===== src/hdl/unbi_map.vh =====
// Register map, field positions, reset values and timing figures of the
// USB NAK and bus-event interrupt block.
// Assumes byte addressing on a 32-bit AXI4-Lite bus with one word per register.
`ifndef UNBI_MAP_VH
`define UNBI_MAP_VH

// ----------------------------------------------------------------------------
// Register byte offsets
// ----------------------------------------------------------------------------
`define UNBI_OFF_NAK_EN 6'h00
`define UNBI_OFF_NAK_REQ 6'h04
`define UNBI_OFF_BUS_EN 6'h08
`define UNBI_OFF_BUS_REQ 6'h0c
`define UNBI_OFF_EP_IN_NAK_EN 6'h10
`define UNBI_OFF_EP_IN_NAK_REQ 6'h14
`define UNBI_OFF_STATUS 6'h18

// ----------------------------------------------------------------------------
// Field positions and masks
// ----------------------------------------------------------------------------
`define UNBI_NAK_PING_LSB 2
`define UNBI_NAK_SUMMARY_BIT 0
`define UNBI_NAK_MASK 8'hfd
`define UNBI_BUS_MASK 8'h7f
`define UNBI_EP_IN_NAK_MASK 8'h3f
`define UNBI_BUS_STATUS_DONE 6
`define UNBI_BUS_HS_GRANT 5
`define UNBI_BUS_RESET 4
`define UNBI_BUS_SUSPEND 3
`define UNBI_BUS_SETUP_TOK 2
`define UNBI_BUS_SOF 1
`define UNBI_BUS_SETUP_DATA 0

// ----------------------------------------------------------------------------
// Reset values
// ----------------------------------------------------------------------------
`define UNBI_RST_EN 8'h00
`define UNBI_RST_REQ 8'h00

// ----------------------------------------------------------------------------
// Timing: the clock period and the line-state times, in nanoseconds
// ----------------------------------------------------------------------------
`define UNBI_CLK_NS 8
`define UNBI_SUSPEND_NS 3000000
`define UNBI_RESET_ONSET_NS 2500
`define UNBI_SUSPEND_CYC (`UNBI_SUSPEND_NS / `UNBI_CLK_NS)
`define UNBI_RESET_ONSET_CYC ((`UNBI_RESET_ONSET_NS + `UNBI_CLK_NS - 1) / `UNBI_CLK_NS)

// ----------------------------------------------------------------------------
// AXI responses
// ----------------------------------------------------------------------------
`define UNBI_RESP_OKAY 2'b00
`define UNBI_RESP_SLVERR 2'b10

`endif


===== src/hdl/unbi_irq.v =====
// USB NAK and bus-event interrupt block: enables, sticky requests, PING and
// IN-NAK handshake decisions, line-state watch for bus reset and suspend.
// Assumes token strobes come from the serial interface engine on aclk, and
// that the raw D+/D- levels arrive asynchronously from the transceiver.
//
// Behaviour
// - Ping-NAK bits 7..2 serve endpoints 8,6,4,2,1,0; active only at high speed.
// - PING to an OUT endpoint without free buffer is answered NAK, repeatedly.
// - Once a buffer is free the next PING is answered ACK.
// - Set endpoint ping-NAK request when OUT attempt is NAKed for lack of buffer.
// - Set summary IN-bulk-NAK bit 0 when an unarmed bulk IN endpoint NAKs.
// - Summary request fires only on a rise of the enabled per-endpoint OR.
// - IN token to unarmed bulk IN endpoint is NAKed and sets its request bit.
// - Writing one clears a request bit; writing zero leaves it alone.
// - Request bits other than summary bit 0 set and hold whatever the enable bits say.
// - Bit 6 sets when the endpoint-zero status stage completes.
// - Bit 5 sets when high-speed operation is granted.
// - Bit 4 sets at the onset of a bus reset (both lines low).
// - Bit 3 sets after three milliseconds without bus activity.
// - Bit 2 sets on every received SETUP token.
// - Bit 1 sets on every received start-of-frame packet.
// - Bit 0 sets once all eight SETUP bytes reach the setup registers.
//
// Our own choices: the AXI4-Lite slave port and the placing of the registers.
`timescale 1ns/1ps
`include "unbi_map.vh"

module unbi_irq #(
  parameter SUSPEND_CYC = `UNBI_SUSPEND_CYC,
  parameter RESET_ONSET_CYC = `UNBI_RESET_ONSET_CYC
)
(
  input wire aclk,
  input wire aresetn,
  // AXI4-Lite slave.
  input wire [5:0] s_axi_awaddr,
  input wire s_axi_awvalid,
  output reg s_axi_awready,
  input wire [31:0] s_axi_wdata,
  input wire [3:0] s_axi_wstrb,
  input wire s_axi_wvalid,
  output reg s_axi_wready,
  output reg [1:0] s_axi_bresp,
  output reg s_axi_bvalid,
  input wire s_axi_bready,
  input wire [5:0] s_axi_araddr,
  input wire s_axi_arvalid,
  output reg s_axi_arready,
  output reg [31:0] s_axi_rdata,
  output reg [1:0] s_axi_rresp,
  output reg s_axi_rvalid,
  input wire s_axi_rready,
  // Serial interface engine side, all on aclk.
  input wire high_speed,
  input wire ping_tok,
  input wire out_tok,
  input wire [2:0] out_ep,
  input wire [5:0] out_buf_free,
  input wire in_tok,
  input wire [2:0] in_ep,
  input wire [5:0] in_ep_armed,
  input wire ctrl_status_done,
  input wire hs_grant,
  input wire setup_tok,
  input wire sof_pkt,
  input wire setup_bytes_stored,
  // Raw bus line levels, asynchronous.
  input wire usb_dp,
  input wire usb_dm,
  // Handshake decisions and the shared interrupt.
  output reg hs_ack,
  output reg hs_nak,
  output reg usb_interrupt_line
);

  // --------------------------------------------------------------------------
  // Registers
  // --------------------------------------------------------------------------
  reg [7:0] ping_nak_in_nak_enable_r;
  reg [7:0] ping_nak_in_nak_request_r;
  reg [7:0] bus_event_enable_r;
  reg [7:0] bus_event_request_r;
  reg [7:0] per_endpoint_in_nak_enable_r;
  reg [7:0] per_endpoint_in_nak_request_r;
  reg in_nak_or_prev_r;

  // Line-state synchronisers and counters.
  reg [1:0] line_meta_r;
  reg [1:0] line_sync_r;
  reg [1:0] line_prev_r;
  reg [31:0] idle_cnt_r;
  reg [31:0] se0_cnt_r;
  // AXI write capture.
  reg aw_held_r;
  reg w_held_r;
  reg [5:0] aw_addr_r;
  reg [7:0] w_byte_r;
  reg w_lane0_r;

  // --------------------------------------------------------------------------
  // AXI write channel
  // --------------------------------------------------------------------------
  wire aw_take = s_axi_awvalid & s_axi_awready;
  wire w_take = s_axi_wvalid & s_axi_wready;
  wire aw_have = aw_held_r | aw_take;
  wire w_have = w_held_r | w_take;
  wire wr_fire = aw_have & w_have & ~s_axi_bvalid;
  wire [5:0] wr_addr = aw_held_r ? aw_addr_r : s_axi_awaddr;
  wire [7:0] wr_byte = w_held_r ? w_byte_r : s_axi_wdata[7:0];
  wire wr_lane0 = w_held_r ? w_lane0_r : s_axi_wstrb[0];
  wire wr_ok = (wr_addr == `UNBI_OFF_NAK_EN) || (wr_addr == `UNBI_OFF_NAK_REQ) ||
               (wr_addr == `UNBI_OFF_BUS_EN) || (wr_addr == `UNBI_OFF_BUS_REQ) ||
               (wr_addr == `UNBI_OFF_EP_IN_NAK_EN) || (wr_addr == `UNBI_OFF_EP_IN_NAK_REQ) ||
               (wr_addr == `UNBI_OFF_STATUS);
  wire wr_en = wr_fire & wr_lane0;

  // Address and data may arrive in either order; each is parked until both are here.
  always @(posedge aclk)
  begin
    if (!aresetn)
    begin
      aw_held_r <= 1'b0;
      w_held_r <= 1'b0;
      aw_addr_r <= 6'h00;
      w_byte_r <= 8'h00;
      w_lane0_r <= 1'b0;
      s_axi_awready <= 1'b0;
      s_axi_wready <= 1'b0;
      s_axi_bvalid <= 1'b0;
      s_axi_bresp <= `UNBI_RESP_OKAY;
    end
    else
    begin
      if (wr_fire)
      begin
        aw_held_r <= 1'b0;
        w_held_r <= 1'b0;
        s_axi_bvalid <= 1'b1;
        s_axi_bresp <= wr_ok ? `UNBI_RESP_OKAY : `UNBI_RESP_SLVERR;
      end
      else
      begin
        if (aw_take)
        begin
          aw_held_r <= 1'b1;
          aw_addr_r <= s_axi_awaddr;
        end
        if (w_take)
        begin
          w_held_r <= 1'b1;
          w_byte_r <= s_axi_wdata[7:0];
          w_lane0_r <= s_axi_wstrb[0];
        end
        if (s_axi_bvalid && s_axi_bready)
          s_axi_bvalid <= 1'b0;
      end
      // Ready only while the slot is empty and no response is waiting.
      s_axi_awready <= ~aw_have & ~s_axi_bvalid & ~wr_fire & ~s_axi_awready;
      s_axi_wready <= ~w_have & ~s_axi_bvalid & ~wr_fire & ~s_axi_wready;
    end
  end

  // --------------------------------------------------------------------------
  // AXI read channel
  // --------------------------------------------------------------------------
  reg [7:0] rd_byte;
  reg rd_ok;

  // Address decode; unmapped addresses read zero with a slave error.
  always @*
  begin
    rd_byte = 8'h00;
    rd_ok = 1'b1;
    if (s_axi_araddr == `UNBI_OFF_NAK_EN)
      rd_byte = ping_nak_in_nak_enable_r;
    else if (s_axi_araddr == `UNBI_OFF_NAK_REQ)
      rd_byte = ping_nak_in_nak_request_r;
    else if (s_axi_araddr == `UNBI_OFF_BUS_EN)
      rd_byte = bus_event_enable_r;
    else if (s_axi_araddr == `UNBI_OFF_BUS_REQ)
      rd_byte = bus_event_request_r;
    else if (s_axi_araddr == `UNBI_OFF_EP_IN_NAK_EN)
      rd_byte = per_endpoint_in_nak_enable_r;
    else if (s_axi_araddr == `UNBI_OFF_EP_IN_NAK_REQ)
      rd_byte = per_endpoint_in_nak_request_r;
    else if (s_axi_araddr == `UNBI_OFF_STATUS)
      rd_byte = {5'h00, line_sync_r, high_speed};
    else
      rd_ok = 1'b0;
  end

  // One read at a time; the address is taken only while no data is pending.
  always @(posedge aclk)
  begin
    if (!aresetn)
    begin
      s_axi_arready <= 1'b0;
      s_axi_rvalid <= 1'b0;
      s_axi_rdata <= 32'h00000000;
      s_axi_rresp <= `UNBI_RESP_OKAY;
    end
    else
    begin
      if (s_axi_arvalid && s_axi_arready)
      begin
        s_axi_arready <= 1'b0;
        s_axi_rvalid <= 1'b1;
        s_axi_rdata <= {24'h000000, rd_byte};
        s_axi_rresp <= rd_ok ? `UNBI_RESP_OKAY : `UNBI_RESP_SLVERR;
      end
      else
      begin
        if (s_axi_rvalid && s_axi_rready)
          s_axi_rvalid <= 1'b0;
        s_axi_arready <= ~s_axi_rvalid & ~s_axi_arready;
      end
    end
  end

  // --------------------------------------------------------------------------
  // Endpoint index to bit position
  // --------------------------------------------------------------------------
  // Index 0..5 means endpoint 0,1,2,4,6,8; anything else selects nothing.
  function [5:0] ep_onehot;
    input [2:0] idx;
    begin
      ep_onehot = (idx < 3'h6) ? (6'h01 << idx) : 6'h00;
    end
  endfunction

  wire [5:0] out_sel = ep_onehot(out_ep);
  wire [5:0] in_sel = ep_onehot(in_ep);
  wire out_has_buf = |(out_sel & out_buf_free);
  wire in_is_armed = |(in_sel & in_ep_armed);

  // --------------------------------------------------------------------------
  // Handshake decisions
  // --------------------------------------------------------------------------
  // PING gets ACK once a buffer is free, NAK for as long as none is.
  // An IN token to an unarmed endpoint is NAKed automatically.
  always @(posedge aclk)
  begin
    if (!aresetn)
    begin
      hs_ack <= 1'b0;
      hs_nak <= 1'b0;
    end
    else
    begin
      hs_ack <= ping_tok & |out_sel & out_has_buf;
      hs_nak <= (ping_tok & |out_sel & ~out_has_buf) | (in_tok & |in_sel & ~in_is_armed);
    end
  end

  // --------------------------------------------------------------------------
  // Request sources
  // --------------------------------------------------------------------------
  // Ping-NAK requests exist only at high speed, where PING is legal.
  wire ping_nak_evt = (ping_tok | out_tok) & ~out_has_buf & high_speed;
  wire [5:0] ping_set = ping_nak_evt ? out_sel : 6'h00;
  wire [5:0] in_nak_set = (in_tok & ~in_is_armed) ? in_sel : 6'h00;

  // The summary follows only the rise of the enabled OR, so a source that
  // stays pending does not refire after firmware clears the summary.
  wire in_nak_or = |(per_endpoint_in_nak_request_r[5:0] & per_endpoint_in_nak_enable_r[5:0]);
  wire in_nak_rise = in_nak_or & ~in_nak_or_prev_r;

  // --------------------------------------------------------------------------
  // Line state watch
  // --------------------------------------------------------------------------
  wire se0 = (line_sync_r == 2'b00);
  wire line_moved = (line_sync_r != line_prev_r);
  wire suspend_evt = (idle_cnt_r == SUSPEND_CYC - 1);
  wire reset_evt = se0 & (se0_cnt_r == RESET_ONSET_CYC - 1);

  // Two flops before anything looks at the line; counters fire once per episode.
  always @(posedge aclk)
  begin
    if (!aresetn)
    begin
      line_meta_r <= 2'b00;
      line_sync_r <= 2'b00;
      line_prev_r <= 2'b00;
      idle_cnt_r <= 32'h00000000;
      se0_cnt_r <= 32'h00000000;
    end
    else
    begin
      line_meta_r <= {usb_dp, usb_dm};
      line_sync_r <= line_meta_r;
      line_prev_r <= line_sync_r;
      if (line_moved)
        idle_cnt_r <= 32'h00000000;
      else if (idle_cnt_r < SUSPEND_CYC)
        idle_cnt_r <= idle_cnt_r + 32'h00000001;
      if (!se0)
        se0_cnt_r <= 32'h00000000;
      else if (se0_cnt_r < RESET_ONSET_CYC)
        se0_cnt_r <= se0_cnt_r + 32'h00000001;
    end
  end

  wire [7:0] bus_set = {1'b0,
                        ctrl_status_done,
                        hs_grant,
                        reset_evt,
                        suspend_evt,
                        setup_tok,
                        sof_pkt,
                        setup_bytes_stored};

  // --------------------------------------------------------------------------
  // Write-one-to-clear masks
  // --------------------------------------------------------------------------
  // Only bits written as one are cleared; firmware must not write pending bits back.
  wire [7:0] nak_clr = (wr_en && wr_addr == `UNBI_OFF_NAK_REQ) ? wr_byte : 8'h00;
  wire [7:0] bus_clr = (wr_en && wr_addr == `UNBI_OFF_BUS_REQ) ? wr_byte : 8'h00;
  wire [7:0] in_nak_clr = (wr_en && wr_addr == `UNBI_OFF_EP_IN_NAK_REQ) ? wr_byte : 8'h00;
  wire [7:0] nak_set = {ping_set, 1'b0, in_nak_rise};

  // --------------------------------------------------------------------------
  // Enable and request registers
  // --------------------------------------------------------------------------
  // Set beats clear in the same cycle so no event is lost; all requests but the summary bit 0 ignore enables.
  always @(posedge aclk)
  begin
    if (!aresetn)
    begin
      ping_nak_in_nak_enable_r <= `UNBI_RST_EN;
      bus_event_enable_r <= `UNBI_RST_EN;
      per_endpoint_in_nak_enable_r <= `UNBI_RST_EN;
      ping_nak_in_nak_request_r <= `UNBI_RST_REQ;
      bus_event_request_r <= `UNBI_RST_REQ;
      per_endpoint_in_nak_request_r <= `UNBI_RST_REQ;
      in_nak_or_prev_r <= 1'b0;
    end
    else
    begin
      if (wr_en && wr_addr == `UNBI_OFF_NAK_EN)
        ping_nak_in_nak_enable_r <= wr_byte & `UNBI_NAK_MASK;
      if (wr_en && wr_addr == `UNBI_OFF_BUS_EN)
        bus_event_enable_r <= wr_byte & `UNBI_BUS_MASK;
      if (wr_en && wr_addr == `UNBI_OFF_EP_IN_NAK_EN)
        per_endpoint_in_nak_enable_r <= wr_byte & `UNBI_EP_IN_NAK_MASK;
      ping_nak_in_nak_request_r <= ((ping_nak_in_nak_request_r & ~nak_clr) | nak_set) & `UNBI_NAK_MASK;
      bus_event_request_r <= ((bus_event_request_r & ~bus_clr) | bus_set) & `UNBI_BUS_MASK;
      per_endpoint_in_nak_request_r <= ((per_endpoint_in_nak_request_r & ~in_nak_clr) | {2'b00, in_nak_set})
                                       & `UNBI_EP_IN_NAK_MASK;
      in_nak_or_prev_r <= in_nak_or;
    end
  end

  // --------------------------------------------------------------------------
  // Shared interrupt
  // --------------------------------------------------------------------------
  // The ping-NAK enables are honoured only at high speed.
  wire [7:0] nak_live_en = high_speed ? ping_nak_in_nak_enable_r
                                      : (ping_nak_in_nak_enable_r & 8'h01);
  // Registered so the line cannot glitch while requests and enables change.
  always @(posedge aclk)
  begin
    if (!aresetn)
      usb_interrupt_line <= 1'b0;
    else
      usb_interrupt_line <= |(ping_nak_in_nak_request_r & nak_live_en) |
                            |(bus_event_request_r & bus_event_enable_r);
  end
endmodule


===== config.mk =====
export PLATFORM = sky130hd
export DESIGN_NAME = unbi_irq
export DESIGN_NICKNAME = d
export VERILOG_FILES = /design/src/hdl/unbi_irq.v
export VERILOG_INCLUDE_DIRS = /design/src /design/src/hdl
export SDC_FILE = /design/constraint.sdc
export NUM_CORES = 1
export LEC_CHECK = 0
export ABC_AREA = 0
export BUFFER_PORTS_ARGS = -buffer_cell sky130_fd_sc_hd__clkbuf_2
export CORE_ASPECT_RATIO = 1.4
export CORE_MARGIN = 1.5
export CORE_UTILIZATION = 55
export CTS_CLUSTER_SIZE = 12
export DETAILED_ROUTE_END_ITERATION = 12
export GPL_TIMING_DRIVEN = 0
export PLACE_DENSITY_LB_ADDON = 0.12
export SKIP_CTS_REPAIR_TIMING = 1
export SYNTH_ARGS = -nofsm -noshare
export SYNTH_HDL_FRONTEND = slang
export SYNTH_SLANG_ARGS = --single-unit

===== constraint.sdc =====
create_clock -name aclk -period 3 [get_ports aclk]
set_clock_uncertainty 0.05 [all_clocks]
set_input_delay 0.3 -clock aclk [delete_from_list [all_inputs] [get_ports aclk]]
set_output_delay 0.3 -clock aclk [all_outputs]
set_load 0.02 [all_outputs]

After elaboration in Yosys (flattened, before gate mapping)
Cells that the tools add are included.
{"block": "word_totals", "output_inout_bits": 44, "input_bits": 84, "register_bits": 149, "elab_cells": 169}
{"block": "op_classes", "n_bitwise": 53, "shift": 2, "addsub": 2, "eq_ne": 15, "reduce_logical": 33, "n_lt_le_gt_ge": 4, "muxes": 31}
{"cell": "$add 32x1->32 const B", "count": 2}
{"cell": "$mux 8", "count": 8}
{"cell": "$mux 6", "count": 7}
{"cell": "$eq 6x5->1 const B", "count": 6}
{"cell": "$eq 32x19->1 const B", "count": 1}
{"cell": "$eq 32x9->1 const B", "count": 1}
{"cell": "$lt 32x19->1 const B", "count": 1}
{"cell": "$lt 32x9->1 const B", "count": 1}
{"cell": "$reduce_or 6->1", "count": 5}
{"cell": "$and 6x6->6", "count": 4}
{"cell": "$eq 6x4->1 const B", "count": 4}
{"cell": "$and 1x1->1", "count": 22}
{"cell": "$and 8x8->8", "count": 2}
{"cell": "$reduce_or 8->1", "count": 2}
{"cell": "$and 7x7->7", "count": 2}
{"cell": "$eq 6x3->1 const B", "count": 2}
{"cell": "$logic_not 6->1", "count": 2}
{"cell": "$mux 1", "count": 12}
{"cell": "$not 1->1", "count": 12}
{"cell": "$shl 1x3->6 const A", "count": 2}
{"cell": "$logic_and 1x1->1", "count": 9}
{"cell": "$not 8->8", "count": 1}
{"cell": "$or 8x8->8", "count": 1}
{"cell": "$mux 7", "count": 1}
{"cell": "other kinds (14)", "count": 30}

Logic depth before layout (Yosys ltp)
Gate-level depths: netlist of run 1.
{"block": "logic_depth", "word_depth": 10, "mapped_depth": 8, "mapped_depth_nobuf": 7}

Worst setup path after synthesis of run 1
No wires, ideal clock.
{"block": "synth_path", "kind": "register to register", "startpoint": "reg aw_held_r", "endpoint": "reg ping_nak_in_nak_request_r[6]", "t_arrival_ns": 2.028, "path_stages_with_launch": 9, "path_buffers": 3, "t_required_ns": 2.834, "setup_time_ns": 0.116, "period_less_slack_ns": 2.194, "path_slack_ns": 0.806, "path_cell_list": "dfxtp_1 buf_6 or4_4 a2111oi_4 and2_1 buf_6 buf_8 nand3_1 a31o_1"}
{"block": "synth_via", "elab_chain_len": 9, "elab_cells_between_ends": 11, "cone_classes": "1 x eq/ne; 2 x mux; 7 x bitwise; 1 x reduce/logical"}
{"item": "start: declaration", "line": "unbi_irq.v:94", "rtl": "reg aw_held_r;"}
{"item": "start signal: assignment", "line": "unbi_irq.v:122", "rtl": "aw_held_r <= 1'b0;"}
{"item": "start signal: assignment", "line": "unbi_irq.v:136", "rtl": "aw_held_r <= 1'b0;"}
{"item": "start signal: assignment", "line": "unbi_irq.v:145", "rtl": "aw_held_r <= 1'b1;"}
{"item": "$or 1x1->1", "line": "unbi_irq.v:105", "rtl": "wire aw_have = aw_held_r | aw_take;"}
{"item": "$and 1x1->1 (2 in series)", "line": "unbi_irq.v:107", "rtl": "wire wr_fire = aw_have & w_have & ~s_axi_bvalid;"}
{"item": "$and 1x1->1", "line": "unbi_irq.v:115", "rtl": "wire wr_en = wr_fire & wr_lane0;"}
{"item": "$logic_and 1x1->1 (no line) (*)"}
{"item": "$mux 8 (*)", "line": "unbi_irq.v:316", "rtl": "wire [7:0] nak_clr = (wr_en && wr_addr == `UNBI_OFF_NAK_REQ) ? wr_byte : 8'h00;"}
{"item": "$not 8->8 (*)", "line": "unbi_irq.v:345", "rtl": "ping_nak_in_nak_request_r <= ((ping_nak_in_nak_request_r & ~nak_clr) | nak_set) & `UNBI_NAK_MASK;"}
{"item": "$and 8x8->8 (*)", "line": "unbi_irq.v:345"}
{"item": "$or 8x8->8 (*)", "line": "unbi_irq.v:345"}
{"item": "end signal: assignment", "line": "unbi_irq.v:332", "rtl": "ping_nak_in_nak_request_r <= `UNBI_RST_REQ;"}
{"item": "end signal: assignment", "line": "unbi_irq.v:345"}
{"item": "end: declaration", "line": "unbi_irq.v:80", "rtl": "reg [7:0] ping_nak_in_nak_request_r;"}
Every way passes the cells marked *; elsewhere a longest branch is shown, timed or not.
A chain may end at the register's enable or synchronous reset.

Worst setup path in the final report of run 1
{"block": "layout_path", "startpoint": "reg idle_cnt_r[9]", "endpoint": "reg idle_cnt_r[17]"}
{"block": "layout_via", "elab_chain_len": 1, "elab_cells_between_ends": 2, "cone_classes": "1 x add/sub; 1 x order compare"}
{"item": "start: declaration", "line": "unbi_irq.v:91", "rtl": "reg [31:0] idle_cnt_r;"}
{"item": "start signal: assignment", "line": "unbi_irq.v:295", "rtl": "idle_cnt_r <= idle_cnt_r + 32'h00000001;"}
{"item": "$add 32x1->32 or $lt 32x19->1 (tied branches)", "line": "unbi_irq.v:295, unbi_irq.v:294"}
Several ways; a longest one is shown, not always the timed one.

==> flow_metrics.env, run 1 <==
export IMPL_cts_sinks=146
export IMPL_slew_viol_final=0
export IMPL_fp_row_count=46
export IMPL_syn2layout_area_growth_pct=19.4
export IMPL_synth_top_area_share_pct=45.0
export IMPL_yosysUniqueCellTypes=62
export IMPL_cts_buffers=17
export IMPL_io_buffers=71
export IMPL_die_x_um=94.8
export IMPL_dp_hpwl_mm=12.8
export IMPL_p_sw_share_pct=22.9
export IMPL_p_switching_w=0.00108
export IMPL_critPathTopFamily="compound AO/OA/AOI/OAI gates"
export IMPL_wl_per_cell_um=16.8
export IMPL_path_clk_slew_ps=60
export IMPL_cts_tree="yes"
export IMPL_routed_wirelength_mm=16.8
export IMPL_crit_path_start="idle_cnt_r[9]"
export IMPL_r2r_start="idle_cnt_r[9]"
export IMPL_antenna_diode_count=0
export IMPL_worstPathArrival_ps=2780
export IMPL_max_cap_violations=0
export IMPL_fillers=966
export IMPL_hp_start="usb_dp"
export IMPL_status="completed"
export IMPL_start_util_pct=57.0
export IMPL_route_detailed_drc=0
export IMPL_ys_seq_area_share_pct=45.0
export IMPL_hp_class="input pin to register"
export IMPL_grt_pass1_vias=5663
export IMPL_p_total_w=0.00471
export IMPL_finalHoldViolCount=0
export IMPL_finalSetupTns_ps=0
export IMPL_max_slew_margin_rel_pct=33.3
export IMPL_crit_path_start_kind="register"
export IMPL_internal_power_w=0.00363
export IMPL_power_density_mw_per_mm2=608
export IMPL_crit_path_end_kind="register"
export IMPL_ctsHtreeMaxLevel=4
export IMPL_top_level_ports=128
export IMPL_ys_flop_type="dfxtp_1"
export IMPL_worstMarginPinSlew_ps=993
export IMPL_yosysTopAreaCell="dfxtp_1"
export IMPL_synth_top_cells_by_count="dfxtp_1 (146), nand2_1 (56), and2_1 (50)"
export IMPL_slowest_stage="a311oi_1"
export IMPL_nets=932
export IMPL_period_minus_slack_ps=2520
export IMPL_route_vias_total=5883
export IMPL_crit_cells=5
export IMPL_grt_remaining_overflow=0
export IMPL_drt_antenna_violating_nets=0
export IMPL_drive_above_1_share_pct=17.1
export IMPL_peakVddDrop_mv=0.505
export IMPL_pwr_share_seq_pct=43.2
export IMPL_ys_warn_count=0
export IMPL_finalCritPeriodShare_pct=84.1
export IMPL_synth_most_common_cell="dfxtp_1"
export IMPL_firstDrtPassIters=5
export IMPL_grt_usage_pct=27.7
export IMPL_routabilityCongestion=0.956
export IMPL_whs_path_depth=2
export IMPL_synth_edff_count=0
export IMPL_async_flop_share_pct=0
export IMPL_worst_ep_required_time_ps=3250
export IMPL_p_clk_share_pct=48.0
export IMPL_via_per_inst=5.89
export IMPL_coreArea_sq_mm=0.0114
export IMPL_rr_worst_depth=5
export IMPL_dp_cells=970
export IMPL_rsz0062_at_grt="false"
export IMPL_grt_start_max_net_pins=17
export IMPL_synth_top_cells_by_area="dfxtp_1 (45%), mux2i_1 (5.4%), and2_1 (4.8%)"
export IMPL_worst_path_largest_cell_delay_ps=870
export IMPL_dr_first_iter_drc_count=419
export IMPL_die_h_um=132
export IMPL_crit_chain="nor4_1 -> o211ai_1 -> a311oi_1 -> nand4_1 -> mux2i_1"
export IMPL_crit_type="register to register"
export IMPL_crit_fanout=6
export IMPL_max_freq_mhz=397
export IMPL_antenna_found_initial=0
export IMPL_cellLeakagePower_nw=3.21
export IMPL_yosys_register_bits=146
export IMPL_syn_area_sq_mm=0.00649
export IMPL_critPathBufInv=0
export IMPL_layout_cells_non_filler=999
export IMPL_p_comb_share_pct=8.9
export IMPL_dieArea_sq_mm=0.0125
export IMPL_fin_hold_ws_ps=63.0
export IMPL_clock_latency_ps=410
export IMPL_clk_path_buf_depth=2
export IMPL_grt_first_pass_wirelength_mm=27.0
export IMPL_finalSetupViolCount=0
export IMPL_avgSynthCellArea_sq_um=8.89
export IMPL_synth_cells=730
export IMPL_clk_root_buffer_cell="clkbuf_16"
==> flip-flops by register name, indices dropped and copies added, names as in the netlist, 7 cells and up <==
name                       cells
w_byte_r                       8
se0_cnt_r                     32
idle_cnt_r                    32
ping_nak_in_nak_request_r      7
bus_event_enable_r             7
bus_event_request_r            7
s_axi_rdata                    8
ping_nak_in_nak_enable_r       7
==> stage by stage <==
stage	utilization (%)	instance area (sq um)	setup slack, ps
final	68.0	7750	478
after global placement	62.5	7120	606
after CTS	68.0	7750	533
after detailed placement	62.5	7120	596
after global routing	68.0	7750	282
after floorplan	-	6590	806
==> power by group through the flow <==
stage | Clock [W] | Sequential, W | Combinational, W
after floorplan | 0 | 0.00208 | 0.000263
after CTS | 0.00228 | 0.00203 | 0.000416
final | 0.00226 | 0.00203 | 0.000418
after detailed placement | 0 | 0.00207 | 0.000413
after global routing | 0.00238 | 0.00204 | 0.000458
after global placement | 0 | 0.00207 | 0.000403
==> worst reg2reg max path, delay by kind of cell (launching register included) <==
family             cells  cell delay, ps
muxes                  1             160
and+or+nand+nor        2             760
AOI/OAI and AO/OA      2            1090
DFF                    1             350
==> cells in the final DEF, fill, tap and decap left out, types with 4 or more instances in the layout <==
| master | Yosys | final |
|---|---|---|
| o211ai_1 | 5 | 5 |
| a221oi_1 | 5 | 5 |
| nor3_1 | 18 | 18 |
| inv_1 | 18 | 18 |
| dfxtp_1 | 146 | 146 |
| nand2b_1 | 9 | 9 |
| a22oi_1 | 7 | 7 |
| or3_1 | 12 | 12 |
| buf_4 | 26 | 26 |
| o22ai_1 | 5 | 5 |
| conb_1 | 1 | 26 |
| a31oi_1 | 15 | 15 |
| nand2_1 | 56 | 56 |
| a31o_2 | 6 | 6 |
| clkbuf_1 | 27 | 28 |
| a21oi_1 | 34 | 34 |
| clkbuf_2 | 0 | 71 |
| nor2_1 | 46 | 46 |
| a21o_1 | 4 | 4 |
| nor2b_1 | 6 | 6 |
| mux2i_1 | 35 | 35 |
| xnor2_1 | 7 | 7 |
| nand4_1 | 10 | 10 |
| and2_1 | 50 | 50 |
| bufinv_16 | 0 | 5 |
| clkbuf_16 | 0 | 17 |
| o21ai_0 | 45 | 45 |
| nand3_1 | 39 | 39 |
| nor4_1 | 17 | 17 |
| and3_1 | 9 | 9 |
| or4_1 | 4 | 4 |
| a32o_1 | 4 | 4 |
| mux2_2 | 8 | 8 |
==> area by class of cell <==
class                      count  area (sq um)  area share, %
multi-input combinational    533          3250           42.0
buffer                        58           342           4.41
sequential                   146          2920           37.7
timing repair buffer          71           355           4.59
clock buffer                  19           443           5.72
tap                          144           180           2.33
clock inverter                10           184           2.37
inverter                      18          67.6          0.872
==> metal layers <==
metal	track usage, %	routed length (um)	vias up
met5	0	0	-
met4	11.2	531	0
met3	6.02	931	47
met2	49.2	8770	212
met1	31.1	6530	2782
li1	-	-	2842
==> path summary, 6_finish.rpt <==
path / endpoint / slack, ps
worst max-delay path: idle_cnt_r[17] / 480
worst min-delay path: line_meta_r[1] / 60
worst max register to register: idle_cnt_r[17] / 480
worst min register to register: line_sync_r[1] / 390
==> cell families after synthesis <==
| group | share of synthesized area, % |
|---|---|
| AOI/OAI and AO/OA | 16.7 |
| xor gates and xnor gates | 0.945 |
| adders and majority gates | 0.578 |
| buffers and inverters | 6.30 |
| DFF | 45.0 |
| muxes | 6.79 |
| other | 0.0578 |
| and+or+nand+nor | 23.6 |
Power figures use the tool's default switching activity.
==> run 2, diff against run 1 <==
--- a/config.mk
+++ b/config.mk
@@ -10,7 +10,7 @@
 export BUFFER_PORTS_ARGS = -buffer_cell sky130_fd_sc_hd__clkbuf_2
 export CORE_ASPECT_RATIO = 1.4
 export CORE_MARGIN = 1.5
-export CORE_UTILIZATION = 55
+export CORE_UTILIZATION = 50
 export CTS_CLUSTER_SIZE = 12
 export DETAILED_ROUTE_END_ITERATION = 12
 export GPL_TIMING_DRIVEN = 0
==> constraint.sdc (replaced) <==
create_clock -name aclk -period 2.1 [get_ports aclk]
set_clock_uncertainty 0.05 [all_clocks]
set_input_delay 0.21 -clock aclk [delete_from_list [all_inputs] [get_ports aclk]]
set_output_delay 0.21 -clock aclk [all_outputs]
set_load 0.02 [all_outputs]
==> flow_metrics.env, run 2 (synthesis results as in run 1) <==
export IMPL_status="finished with violations"
export IMPL_violations="hold timing, setup timing"
export IMPL_ctsHtreeMaxLevel=4
export IMPL_dpl_instance_area_sq_mm=0.00714
export IMPL_crit_path_end_kind="register"
export IMPL_syn2layout_area_growth_pct=24.0
export IMPL_max_cap_violations=0
export IMPL_clock_latency_ps=430
export IMPL_grt_start_max_net_pins=17
export IMPL_top_regs="idle_cnt_r (32), se0_cnt_r (32)"
export IMPL_path_clk_slew_ps=60
export IMPL_crit_path_start_kind="register"
export IMPL_start_util_pct=50.9
export IMPL_period_minus_slack_ps=2250
export IMPL_top_level_ports=128
export IMPL_worstMarginPinSlew_ps=915
export IMPL_worst_ep_required_time_ps=2360
export IMPL_fillers=1124
export IMPL_routabilityCongestion=0.931
export IMPL_power_density_mw_per_mm2=806
export IMPL_finalHoldViolCount=3
export IMPL_rsz0062_at_grt="true"
export IMPL_p_total_w=0.00649
export IMPL_peakVddDrop_mv=0.540
export IMPL_fin_util_pct=63.1
export IMPL_design_area_sq_mm=0.00805
export IMPL_crit_fanout=7
export IMPL_final_common_cell="dfxtp_1"
export IMPL_slew_viol_final=0
export IMPL_max_slew_margin_rel_pct=39.0
export IMPL_cts_tree="yes"
export IMPL_via_per_inst=5.79
export IMPL_nets=946
export IMPL_firstDrtPassIters=7
export IMPL_io_buffers=71
export IMPL_worstPathArrival_ps=2510
export IMPL_route_vias_total=5930
export IMPL_clk_path_buf_depth=2
export IMPL_crit_type="register to register"
export IMPL_finalCritPeriodShare_pct=107
export IMPL_cts_buffers=17
export IMPL_finalSetupViolCount=33
export IMPL_grt_pass1_vias=5457
export IMPL_max_freq_mhz=444
export IMPL_clk_root_buffer_cell="clkbuf_16"
export IMPL_grt_remaining_overflow=0
export IMPL_grt_usage_pct=24.7
export IMPL_dr_first_iter_drc_count=295
export IMPL_routed_wirelength_mm=17.5
export IMPL_final_cell_mix="dfxtp_1 (145), clkbuf_2 (73), nand2_1 (56)"
export IMPL_fp_row_count=49
export IMPL_antenna_diode_count=0
export IMPL_route_detailed_drc=0
export IMPL_dp_hpwl_mm=12.7
export IMPL_cts_sinks=146
export IMPL_dieArea_sq_mm=0.0137
export IMPL_wl_per_cell_um=17.0
export IMPL_fin_hold_ws_ps=-4.79
export IMPL_fin_ws_ps=-152
export IMPL_cellLeakagePower_nw=3.30
export IMPL_coreArea_sq_mm=0.0128
export IMPL_drive_above_1_share_pct=22.9
export IMPL_hp_class="input pin to register"
export IMPL_grt_first_pass_wirelength_mm=26.4
export IMPL_die_h_um=138
export IMPL_drt_antenna_violating_nets=0
export IMPL_antenna_found_initial=0
export IMPL_dp_slack_ps=-361
export IMPL_die_x_um=99.3
==> run 2: cell count changes in the layout (fill, tap and decap cells not counted), moves of 4 or more <==
cell,before,now
buf_4,26,35
buf_6,2,9
clkbuf_1,28,23
clkinvlp_4,2,6
nand3_1,39,25
nand3_2,0,14
nor4_1,17,12
nor4_2,0,4
o21ai_0,45,28
o21ai_1,0,13
o21ai_2,0,4
==> run 2: power breakdown <==
part | internal [W] | total, W | switching, W
logic | 0.000240 | 0.000626 | 0.000387
registers | 0.00284 | 0.00290 | 0.0000610
clock network | 0.00178 | 0.00296 | 0.00118
==> run 2: final cells by class <==
type / count / area, sq um / area share [%]
clock inverters: 12 / 133 / 1.65
inverters: 18 / 67.6 / 0.839
clock buffers: 20 / 447 / 5.55
plain buffers: 56 / 352 / 4.37
multi-input cells: 533 / 3440 / 42.7
well taps: 153 / 191 / 2.38
repair buffers: 87 / 499 / 6.20
flip-flops and latches: 146 / 2920 / 36.3
==> run 2: path summary, 6_finish.rpt <==
| kind | start | to | slack [ps] | cells past startpoint |
|---|---|---|---|---|
| setup / recovery | aw_held_r | ping_nak_in_nak_request_r[5] | -150 | 8 |
| hold / removal | s_axi_awaddr[1] | aw_addr_r[1] | -5 | 3 |
| setup reg to reg | aw_held_r | ping_nak_in_nak_request_r[5] | -150 | 8 |
| hold reg to reg | line_meta_r[1] | line_sync_r[1] | 390 | 1 |
==> run 2: critical path: stages (launching register included) <==
cell and delay, ps:
dfxtp_2 320, buf_6 110, or4_4 430, a2111oi_4 460, and2_1 210, buf_6 130, buf_8 130, a31oi_1 80
a31o_2 230
==> run 2: through the flow <==
step                      cells  TNS, ps
after CTS                  1011    -5940
after global placement      979    -5490
after floorplan             755    -89.0
after global routing       1025    -5340
final                      1025    -2460
after detailed placement    979    -5990
==> run 2: routing by layer <==
metal  wire length [um]  vias up  global-route usage (%)
met3                927       36                    5.43
met5                  0        -                       0
met1               6870     2827                    27.8
li1                   -     2865                       -
met2               9200      202                    45.4
met4                465        0                    9.08
